**src/include/sram_ctrl_pkg.sv**
```systemverilog
// Package: constants and carrier types for the static memory controller
package sram_ctrl_pkg;

  // ----------------------------------------------------------------
  // Geometry
  // ----------------------------------------------------------------
  localparam int unsigned ADDR_W    = 18;
  localparam int unsigned DATA_W    = 16;
  localparam int unsigned LANE_W    = 8;
  localparam int unsigned WORDS     = 262144;

  // ----------------------------------------------------------------
  // Timing (clock 20 MHz, 50 ns period)
  // ----------------------------------------------------------------
  localparam int unsigned CLK_PERIOD_NS = 50;
  // Strobe low time needed to end a write (slowest grade)
  localparam int unsigned WR_PULSE_NS   = 10;
  // Output enable high before strobe falls to free the bus
  localparam int unsigned OE_FREE_NS    = 4;
  // Address access time before read data is sampled (slowest grade)
  localparam int unsigned ACCESS_NS     = 15;
  localparam int unsigned WR_PULSE_CYC  =
    (WR_PULSE_NS + CLK_PERIOD_NS - 1) / CLK_PERIOD_NS;
  localparam int unsigned OE_FREE_CYC   =
    (OE_FREE_NS + CLK_PERIOD_NS - 1) / CLK_PERIOD_NS;
  localparam int unsigned ACCESS_CYC    =
    (ACCESS_NS + CLK_PERIOD_NS - 1) / CLK_PERIOD_NS;
  localparam logic [1:0]  CNT_ONE       = 2'h1;

  // ----------------------------------------------------------------
  // Reset values of the memory pins (all inactive)
  // ----------------------------------------------------------------
  localparam logic        PIN_IDLE      = 1'b1;

  // ----------------------------------------------------------------
  // Carriers
  // ----------------------------------------------------------------
  typedef struct packed {
    logic              write;
    logic [ADDR_W-1:0] word_index;
    logic [1:0]        lane_en;
    logic [DATA_W-1:0] wdata;
  } req_t;

  typedef struct packed {
    logic              chip_sel_n;
    logic              out_en_n;
    logic              wr_strobe_n;
    logic              low_lane_sel_n;
    logic              high_lane_sel_n;
  } ctl_t;

  typedef enum logic [2:0] {
    ST_IDLE  = 3'b000,
    ST_RD    = 3'b001,
    ST_WFREE = 3'b010,
    ST_WR    = 3'b011,
    ST_WEND  = 3'b100
  } state_t;

endpackage : sram_ctrl_pkg

```
**src/design/sram_ctrl.sv**
```systemverilog
// Controller that drives an asynchronous 256K x 16 static memory
`timescale 1ns/1ns
// ------------------------------------------------------------------
// What this block does
// RULE1: Memory holds 262144 words of two byte lanes
// RULE2: Deselected chip ignores inputs and floats data
// RULE3: Write strobe level chooses write or read
// RULE4: Separate low and high lane selects
// RULE5: Read drives only selected lanes
// RULE6: Strobe stays high through every read
// RULE7: Raise output enable before write frees bus
// RULE8: Store only while select, strobe, lane overlap
// RULE9: First deasserting signal ends the store
// RULE10: Hold data stable around terminating edge
// RULE11: Write changes only selected lanes
// RULE12: Lane-select pulses may frame each write
// RULE13: Writes valid whatever output enable level
// RULE14: Falling strobe makes memory release data
// RULE15: Rising strobe lets memory drive again
// RULE16: Continuous read follows address changes
// RULE17: Address valid no later than select falls
// RULE18: Contents kept without clock or refresh
// RULE19: Select and strobe inactive during reset
// ------------------------------------------------------------------
module sram_ctrl
  import sram_ctrl_pkg::*;
(
  // Clock and reset
  input  wire logic              clk_in,
  input  wire logic              rst_b_in,
  // User request side
  input  wire logic              req_valid_in,
  input  wire req_t              req_in,
  output logic                   req_ready_out,
  output logic                   rd_valid_out,
  output logic [DATA_W-1:0]      rd_data_out,
  // Memory pins
  output logic [ADDR_W-1:0]      word_index_out,
  output ctl_t                   ctl_out,
  input  wire logic [DATA_W-1:0] data_pins_in,
  output logic [DATA_W-1:0]      data_pins_out,
  output logic [1:0]             data_pins_oe_out
);

  // ----------------------------------------------------------------
  // State and registers
  // ----------------------------------------------------------------
  state_t            state_ff;
  state_t            nxt_state;
  logic [1:0]        cnt_ff;
  logic [1:0]        nxt_cnt;
  logic [1:0]        lane_ff;
  logic [DATA_W-1:0] pin_s1_ff;
  logic [DATA_W-1:0] pin_s2_ff;
  logic              take;

  assign take = req_valid_in && req_ready_out;

  // ----------------------------------------------------------------
  // Pin input synchroniser
  // ----------------------------------------------------------------
  always_ff @(posedge clk_in or negedge rst_b_in) begin
    if (!rst_b_in) begin
      pin_s1_ff <= '0;
      pin_s2_ff <= '0;
    end else begin
      pin_s1_ff <= data_pins_in;
      pin_s2_ff <= pin_s1_ff;
    end
  end

  // ----------------------------------------------------------------
  // Sequencer
  // ----------------------------------------------------------------
  always_comb begin
    nxt_state = state_ff;
    nxt_cnt   = cnt_ff;
    unique case (state_ff)
      ST_IDLE: begin
        if (take) begin
          nxt_cnt = CNT_ONE;
          // Output enable is already high at idle, so it frees the bus first
          nxt_state = req_in.write ? ST_WFREE : ST_RD; // RULE7 RULE3
        end
      end
      ST_RD: begin
        // Wait for access time plus the two-stage synchroniser
        if (cnt_ff == 2'(ACCESS_CYC + 2)) begin
          nxt_state = ST_IDLE;
        end else begin
          nxt_cnt = cnt_ff + CNT_ONE;
        end
      end
      ST_WFREE: begin
        if (cnt_ff >= 2'(OE_FREE_CYC)) begin
          nxt_cnt   = CNT_ONE;
          nxt_state = ST_WR;
        end else begin
          nxt_cnt = cnt_ff + CNT_ONE;
        end
      end
      ST_WR: begin
        if (cnt_ff >= 2'(WR_PULSE_CYC)) begin
          nxt_state = ST_WEND;
        end else begin
          nxt_cnt = cnt_ff + CNT_ONE;
        end
      end
      ST_WEND: begin
        nxt_state = ST_IDLE;
      end
      default: begin
        nxt_state = ST_IDLE;
      end
    endcase
  end

  always_ff @(posedge clk_in or negedge rst_b_in) begin
    if (!rst_b_in) begin
      state_ff <= ST_IDLE;
      cnt_ff   <= '0;
    end else begin
      state_ff <= nxt_state;
      cnt_ff   <= nxt_cnt;
    end
  end

  // ----------------------------------------------------------------
  // Address, data and lane registers
  // ----------------------------------------------------------------
  always_ff @(posedge clk_in or negedge rst_b_in) begin
    if (!rst_b_in) begin
      word_index_out <= '0;
      data_pins_out  <= '0;
      lane_ff        <= '0;
    end else if (take) begin
      // Address is set the same edge select falls
      word_index_out <= req_in.word_index; // RULE17 RULE1
      data_pins_out  <= req_in.wdata;
      lane_ff        <= req_in.lane_en;
    end
  end

  // ----------------------------------------------------------------
  // Memory control pins
  // ----------------------------------------------------------------
  always_ff @(posedge clk_in or negedge rst_b_in) begin
    if (!rst_b_in) begin
      ctl_out <= '{PIN_IDLE, PIN_IDLE, PIN_IDLE, PIN_IDLE, PIN_IDLE}; // RULE19
    end else begin
      ctl_out.chip_sel_n      <= !(nxt_state != ST_IDLE); // RULE2
      ctl_out.out_en_n        <= !(nxt_state == ST_RD); // RULE13
      // Strobe only in the write pulse; high through reads
      ctl_out.wr_strobe_n     <= !(nxt_state == ST_WR); // RULE6 RULE8
      // Write lanes drop after select, rise one cycle before select ends
      ctl_out.low_lane_sel_n  <= !((nxt_state == ST_RD || nxt_state == ST_WR)
                                   && (take ? req_in.lane_en[0] : lane_ff[0])); // RULE4 RULE12
      ctl_out.high_lane_sel_n <= !((nxt_state == ST_RD || nxt_state == ST_WR)
                                   && (take ? req_in.lane_en[1] : lane_ff[1])); // RULE11
    end
  end

  // ----------------------------------------------------------------
  // Data pin drive: held one cycle past strobe rise
  // ----------------------------------------------------------------
  always_ff @(posedge clk_in or negedge rst_b_in) begin
    if (!rst_b_in) begin
      data_pins_oe_out <= '0;
    end else begin
      data_pins_oe_out <= (nxt_state == ST_WR || nxt_state == ST_WEND) ? lane_ff : 2'h0; // RULE10
    end
  end

  // ----------------------------------------------------------------
  // User handshake and read return
  // ----------------------------------------------------------------
  always_ff @(posedge clk_in or negedge rst_b_in) begin
    if (!rst_b_in) begin
      req_ready_out <= 1'b0;
      rd_valid_out  <= 1'b0;
      rd_data_out   <= '0;
    end else begin
      req_ready_out <= (nxt_state == ST_IDLE) && !take;
      rd_valid_out  <= (state_ff == ST_RD) && (nxt_state == ST_IDLE);
      if ((state_ff == ST_RD) && (nxt_state == ST_IDLE)) begin
        rd_data_out <= pin_s2_ff; // RULE5
      end
    end
  end

  // ----------------------------------------------------------------
  // Checks
  // ----------------------------------------------------------------
  strobe_in_read_a: assert property (@(posedge clk_in) disable iff (!rst_b_in)
    !ctl_out.out_en_n |-> ctl_out.wr_strobe_n) // RULE6
    else $error("strobe low while output enable low");

  oe_free_a: assert property (@(posedge clk_in) disable iff (!rst_b_in)
    $fell(ctl_out.wr_strobe_n) |-> $past(ctl_out.out_en_n) && !ctl_out.chip_sel_n) // RULE7
    else $error("bus not freed before write strobe");

  data_hold_a: assert property (@(posedge clk_in) disable iff (!rst_b_in)
    $rose(ctl_out.wr_strobe_n) |-> $stable(data_pins_out) && data_pins_oe_out ==
      ~{$past(ctl_out.high_lane_sel_n), $past(ctl_out.low_lane_sel_n)}) // RULE10
    else $error("write data not held across strobe rise");

  write_overlap_a: assert property (@(posedge clk_in) disable iff (!rst_b_in)
    !ctl_out.wr_strobe_n |-> !ctl_out.chip_sel_n
      && data_pins_oe_out == ~{ctl_out.high_lane_sel_n, ctl_out.low_lane_sel_n}) // RULE11
    else $error("write overlap or lane drive mismatch");

  lane_end_a: assert property (@(posedge clk_in) disable iff (!rst_b_in)
    $rose(ctl_out.wr_strobe_n) |=> ctl_out.chip_sel_n) // RULE9
    else $error("select not released after write");

  addr_stable_a: assert property (@(posedge clk_in) disable iff (!rst_b_in)
    !ctl_out.chip_sel_n && !$past(ctl_out.chip_sel_n) |-> $stable(word_index_out)) // RULE17
    else $error("address changed while selected");

  read_return_a: assert property (@(posedge clk_in) disable iff (!rst_b_in)
    take && !req_in.write |-> ##4 rd_valid_out) // RULE5
    else $error("read data not returned in time");

  idle_pins_a: assert property (@(posedge clk_in) disable iff (!rst_b_in)
    ctl_out.chip_sel_n |-> ctl_out.wr_strobe_n && ctl_out.out_en_n) // RULE2
    else $error("strobe or output enable active while deselected");

endmodule // sram_ctrl

```
**config.mk**
```make
export PLATFORM = sky130hd
export DESIGN_NAME = sram_ctrl
export DESIGN_NICKNAME = d
export VERILOG_FILES = /design/src/include/sram_ctrl_pkg.sv /design/src/design/sram_ctrl.sv
export SDC_FILE = /design/constraint.sdc
export NUM_CORES = 1
export LEC_CHECK = 0
export ABC_AREA = 1
export BUFFER_PORTS_ARGS = -buffer_cell sky130_fd_sc_hd__buf_2
export CELL_PAD_IN_SITES_DETAIL_PLACEMENT = 0
export CELL_PAD_IN_SITES_GLOBAL_PLACEMENT = 2
export CORE_ASPECT_RATIO = 2
export CORE_MARGIN = 2
export CORE_UTILIZATION = 32
export DETAILED_ROUTE_END_ITERATION = 8
export PLACE_DENSITY = 0.88
export SLEW_MARGIN = 20
export SYNTH_ARGS = -nofsm -noshare
export SYNTH_HDL_FRONTEND = slang
export SYNTH_SLANG_ARGS = --single-unit
```
**constraint.sdc**
```tcl
create_clock -name clk_in -period 3.9 [get_ports clk_in]
set_clock_uncertainty 0.15 [all_clocks]
set_input_delay 0.78 -clock clk_in [delete_from_list [all_inputs] [get_ports clk_in]]
set_output_delay 0.78 -clock clk_in [all_outputs]
set_load 0.02 [all_outputs]
```
==> results.ini, run 1 <==
[run_status]
status = finished, final reports clean

[sta]
rsz0062_at_grt = false
slew_headroom_pct = 56.5
fmax_ghz = 0.512
maxSlewViolCount = 0
fin_crit_sh_pct = 50.1
setup_viol = 0
fin_crit_ps = 1950
tns_ps = 0
final-hold-violation-count = 0
tightest_slew_ps = 651

[hold_path]
hold_class = flip-flop to flip-flop
hold_end = pin_s2_ff[15]$_DFF_PN0_
hold_depth = 0
min_from = pin_s1_ff[15]$_DFF_PN0_

[critical_path]
path_max_fanout = 1
path_buf_inv = 1
r2r-start = cnt_ff[0]$_DFFE_PN0P_
r2r_end = cnt_ff[1]$_DFFE_PN0P_
reg2reg_slack_ps = 2260
slowest_stage = dfstp_2
crit_path_start_kind = flip-flop
end_kind = primary output
critPathRequiredTime_ps = 2970
reg2reg_depth = 9
cp_data_arrival_time_ps = 1020
max_stage_delay_ps = 530
critical_path.top_delay_family = flip-flops
worstSetupPathType = flip-flop to primary output
path_cells = buf_2

[yosys]
yosysMostFrequentCell = nand2_1
synthFlopType = dfrtp_1
synth.top_cell.area_share_pct = 67.8
synth_edf_count = 0
syn_inst = 320
synth_seq_area_share_pct = 71.6
synth_top_area_cell = dfrtp_1
synthArstFlopShare_pct = 100
syn-num-nets = 378
synth_common_cells = nand2_1 (155), dfrtp_1 (93), inv_1 (12), nand2_2 (12)
netlist-cell-type-count = 22
yosys_warnings = 0
synth.area.top_cells = dfrtp_1 (68%), nand2_1 (17%), dfstp_2 (3.8%), nand2_2 (2.2%), inv_1 (1.3%)
ys_ff_latch = 98
netlist_area_um2 = 3430
syn_avg_cell_area_um2 = 10.7

[clock_tree]
path_clk_slew_ps = 70
clk_path_buf_depth = 2
ctsResizeCount = 0
cts.sinks = 98
htreeDepth = 3
cts_tree = done
clock_latency_ps = 340
cts-buffers-inserted = 9
cts_hold_buf = 0
root_buffer = clkbuf_16
cts_setup_buffers = 0

[cells_and_area]
final_area_um2 = 4470
n_antenna_cell = 0
areaGrowthSynthToFinish_pct = 30.1
fin_nets = 497
drive_gt1_share_pct = 36.5
finalNonFillerCells = 581

[pwr]
ir_drop_v = 0.000312
p_leak_uw = 0.00247
power_density_nw_per_um2 = 852

[drt]
wl_um = 7480
initialDrtViolationCount = 140
first_pass_iters = 4
wl_per_cell_um = 12.9
vias_per_cell = 4.21
drc = 0
vias = 2444
drtAntennaViolNets = 0

[floorplanning]
core_um2 = 10500
num_rows = 53
start_util_pct = 32.8
chipWidth_um = 77.2
die-area_um2 = 11600
die_h_um = 150
pin_count = 115

[global_routing]
overflow = 0
grt_max_degree = 40
grt_pass1_vias = 2572
track_usage_pct = 13.9
grt_first_pass_wirelength_um = 12300
antenna_found_initial = 0

[placement]
placedCellCount = 565
hpwl_um = 5270
postPlaceCellArea_um2 = 4140
routabilityCongestion = 0.773
io_buffers = 114

[job]
drv_cap = 0

## layout by cell type, fill, tap and decap left out, drive strengths merged
cell / instances
nand2: 170
inv: 19
a21oi: 2
nand3: 6
nor2: 10
ha: 2
dfstp: 5
clkbuf: 11
bufinv: 2
o21ai: 3
dfrtp: 93
clkinv: 1
nand4: 3
buf: 117
## kinds of logic after synthesis
kind of cell | count (synthesis) | synth area share, %
AND/OR/NAND/NOR | 189 | 23.3
flip-flops | 98 | 71.6
adder cells (fa/ha/maj) | 2 | 0.729
AO/OA/AOI/OAI | 5 | 0.729
buffers and inverters | 26 | 3.64
## registers in the layout, indices dropped and copies added, names as in the netlist
name,flops
word_index_out,18
data_pins_out,16
pin_s1_ff,16
pin_s2_ff,16
rd_data_out,16
ctl_out,5
state_ff,3
cnt_ff,2
data_pins_oe_out,2
lane_ff,2
rd_valid_out,1
req_ready_out,1
## metal layers
layer	GRT usage [%]	vias up	routed length [um]
li1	-	1208	-
met2	24.8	70	4140
met3	2.94	10	318
met4	7.50	0	176
met5	0	-	0
met1	15.1	1156	2850
## area by class of cell
class / instances / area, um^2
fillers: 1082 / 6010
flip-flops and latches: 98 / 2460
multi-input cells: 196 / 850
repair buffers: 117 / 596
clock buffers: 11 / 233
well taps: 137 / 171
clock inverters: 5 / 88.8
inverters: 17 / 68.8
## stage by stage
step	util (%)	setup WS [ps]	hold slack (ps)	power (uW)
2_1_floorplan	-	2240	181	2410
6_report	42.6	1950	197	3810
3_5_place_dp	39.6	1870	185	2900
3_3_place_gp	39.6	1900	184	2870
5_1_grt	42.6	1920	205	4070
4_1_cts	42.6	1920	199	3870
## worst max-delay path by stage
stage | cells after the start | to | from
2_1_floorplan | 8 | cnt_ff[0]$_DFFE_PN0P_ | req_valid_in
3_5_place_dp | 6 | ctl_out[0]$_DFF_PN1_ | req_valid_in
4_1_cts | 1 | ctl_out[0] | ctl_out[0]$_DFF_PN1_
3_3_place_gp | 6 | ctl_out[0]$_DFF_PN1_ | req_valid_in
6_report | 1 | ctl_out[0] | ctl_out[0]$_DFF_PN1_
5_1_grt | 1 | ctl_out[0] | ctl_out[0]$_DFF_PN1_
## where the power goes
group	total (uW)	switching, uW	internal [uW]
Sequential	1540	180	1360
Combinational	1320	886	431
Clock	949	379	571
Total	3810	1440	2360
No activity file was read; power rests on OpenSTA's default activity.
==> run 2: changes to the inputs <==
- CORE_UTILIZATION: 32 -> 27
- PLACE_DENSITY: 0.88 -> 0.8
- clock period: 3.9 -> 1.7 ns (I/O delays scaled with it)
==> run 2 against run 1 <==
Sequential share of layout area fell by 2.6 points. Clock power rose by 110%. Global-route usage shrank 1.2 points. Critical path depth increased by 8. Non-clock buffer count increased by 20. Largest power group unchanged. Design area grew 5.0%. Via count grew 1.9%. Clock-buffer cell count decreased by 2. First-iteration DRC count down 22%. Total power grew 130%. Highest routed layer unchanged. Flip-flop and latch count unchanged. Sequential power is 130% higher.
==> results.ini, run 2 (synthesis results as in run 1) <==
[drt]
vias = 2491  ; +1.9%
wl_per_cell_um = 13.0  ; +1.2%
first_pass_iters = 4  ; unchanged
drc = 0  ; unchanged
vias_per_cell = 4.06  ; -3.6%
wl_um = 8000  ; +7.0%
drtAntennaViolNets = 0  ; unchanged
initialDrtViolationCount = 109  ; -22%

[sta]
maxSlewViolCount = 0  ; unchanged
setup_viol = 0  ; unchanged
fin_worst_hold_slack_ps = 37.4  ; -159 ps
final-hold-violation-count = 0  ; unchanged
tightest_slew_ps = 368  ; -283 ps
fin_crit_ps = 1580
slew_headroom_pct = 75.5  ; +19 points
fmax_ghz = 0.634
fin_crit_sh_pct = 92.7

[hold_path]
hold_class = primary input to flip-flop

[cells_and_area]
drive_gt1_share_pct = 36.2  ; -0.28 points
final_cell_mix = nand2_1 (154), buf_2 (113), dfrtp_1 (93), dlygate4sd3_1 (17), nand2_2 (13)
layout_commonest_cell = nand2_1
largest_reg_flops = 18  ; unchanged
final_core_util_pct = 37.6  ; -5.0 points
areaGrowthSynthToFinish_pct = 36.6
fin_nets = 517  ; +4.0%
n_antenna_cell = 0  ; unchanged
top_register = word_index_out

[critical_path]
worstSetupPathType = flip-flop to flip-flop
cp_data_arrival_time_ps = 1650  ; +630 ps
path_max_fanout = 5  ; +4
slowest_stage = dfrtp_1
critPathRequiredTime_ps = 1770  ; -1200 ps
path_buf_inv = 2  ; +1
max_stage_delay_ps = 420  ; -110 ps
path_cells = inv_1, ha_1, inv_1, nand4_1, nand2_2, nor2_4, nand2_1, nand2_1, nand2_1
path_common_cell = nand2_1
critical_path.top_delay_family = simple AND/OR/NAND/NOR gates
crit_path_start_kind = flip-flop
end_kind = flip-flop

[placement]
hpwl_um = 5750  ; +9.2%
io_buffers = 114  ; unchanged
routabilityCongestion = 0.792  ; +2.5%

[floorplanning]
num_rows = 58  ; +9.4%
pin_count = 115  ; unchanged
core_um2 = 12500  ; +19%
start_util_pct = 27.5  ; -5.3 points
die-area_um2 = 13700  ; +18%
chipWidth_um = 83.7  ; +8.4%
die_h_um = 163  ; +8.6%

[global_routing]
overflow = 0  ; unchanged
grt_pass1_vias = 2791  ; +8.5%
antenna_found_initial = 0  ; unchanged
grt_max_degree = 41  ; +2.5%
track_usage_pct = 12.7  ; -1.2 points
grt_first_pass_wirelength_um = 13700  ; +12%

[clock_tree]
root_buffer = clkbuf_16
cts-buffers-inserted = 9  ; unchanged
htreeDepth = 3  ; unchanged
clock_latency_ps = 340  ; about the same
clk_path_buf_depth = 2  ; unchanged
cts.sinks = 98  ; unchanged
cts_tree = done
cts_setup_buffers = 0  ; unchanged
path_clk_slew_ps = 70  ; about the same

[pwr]
ir_drop_v = 0.000677  ; +120%
power_density_nw_per_um2 = 1850  ; +120%
p_leak_uw = 0.00255  ; +3.5%

[job]
drv_cap = 0  ; unchanged

[run_status]
status = finished, final reports clean

## run 2: cell types whose count changed in the layout (fill, tap and decap cells not counted)
cell           before  now
buf_12              0    3
bufinv_16           2    0
clkbuf_1            2    0
clkinv_4            1    2
clkinvlp_4          0    1
dlygate4sd3_1       0   17
inv_8               1    3
nand2_1           155  154
nand2_2            12   13
nor2_2              4    3
nor2_4              1    2
## run 2: final timing paths
kind / cells past startpoint / to / startpoint / slack [ps]
setup / recovery: 9 / cnt_ff[0]$_DFFE_PN0P_ / cnt_ff[0]$_DFFE_PN0P_ / 120
setup reg to reg: 9 / cnt_ff[0]$_DFFE_PN0P_ / cnt_ff[0]$_DFFE_PN0P_ / 120
hold reg to reg: 0 / pin_s2_ff[13]$_DFF_PN0_ / pin_s1_ff[13]$_DFF_PN0_ / 200
hold / removal: 3 / data_pins_out[4]$_DFFE_PN0P_ / req_in[4] / 40
min in group asynchronous: 2 / data_pins_out[10]$_DFFE_PN0P_ / rst_b_in / 280
max in group asynchronous: 3 / pin_s1_ff[10]$_DFF_PN0_ / rst_b_in / 600
## run 2: repair_timing
action	CTS	global route
hold buffers	17	0
setup endpoints to repair	0	3
endpoints found under the hold margin	29	0
resized for setup	0	2
## run 2: report_power, final
group	total [uW]	switching [uW]	internal (uW)
Sequential	3530	411	3120
Clock	1990	955	1030
Combinational	3140	2080	1060
Total	8660	3440	5210
## run 2: final cells by class
cell class                 instances  area [um^2]
sequential                        98         2460
multi-input combinational        196          857
fill                            1279         7790
inverter                          17         68.8
clock buffer                       9          225
tap                              150          188
timing repair buffer             137          826
clock inverter                     7         67.6
## run 2: layer usage
layer	global-route usage, %	up-vias	routed length, um
met5	0	-	0
met2	22.4	79	4290
met3	2.17	16	331
li1	-	1243	-
met4	7.18	0	286
met1	14.4	1153	3090
## run 2: worst min-delay path: stages
cell and delay [ps]:
buf_2 70, nand2_1 40, nand2_1 40
## run 2: per-stage QoR
stage	total power, uW	std cells	cell area (um^2)	setup slack, ps	setup TNS (ps)
4_1_cts	8800	614	4680	75.0	0
6_report	8660	614	4690	124	0
5_1_grt	9330	614	4690	-2.57	-3.95
3_3_place_gp	6650	581	4220	159	0
2_1_floorplan	5540	320	3430	241	0
3_5_place_dp	6720	581	4220	77.1	0
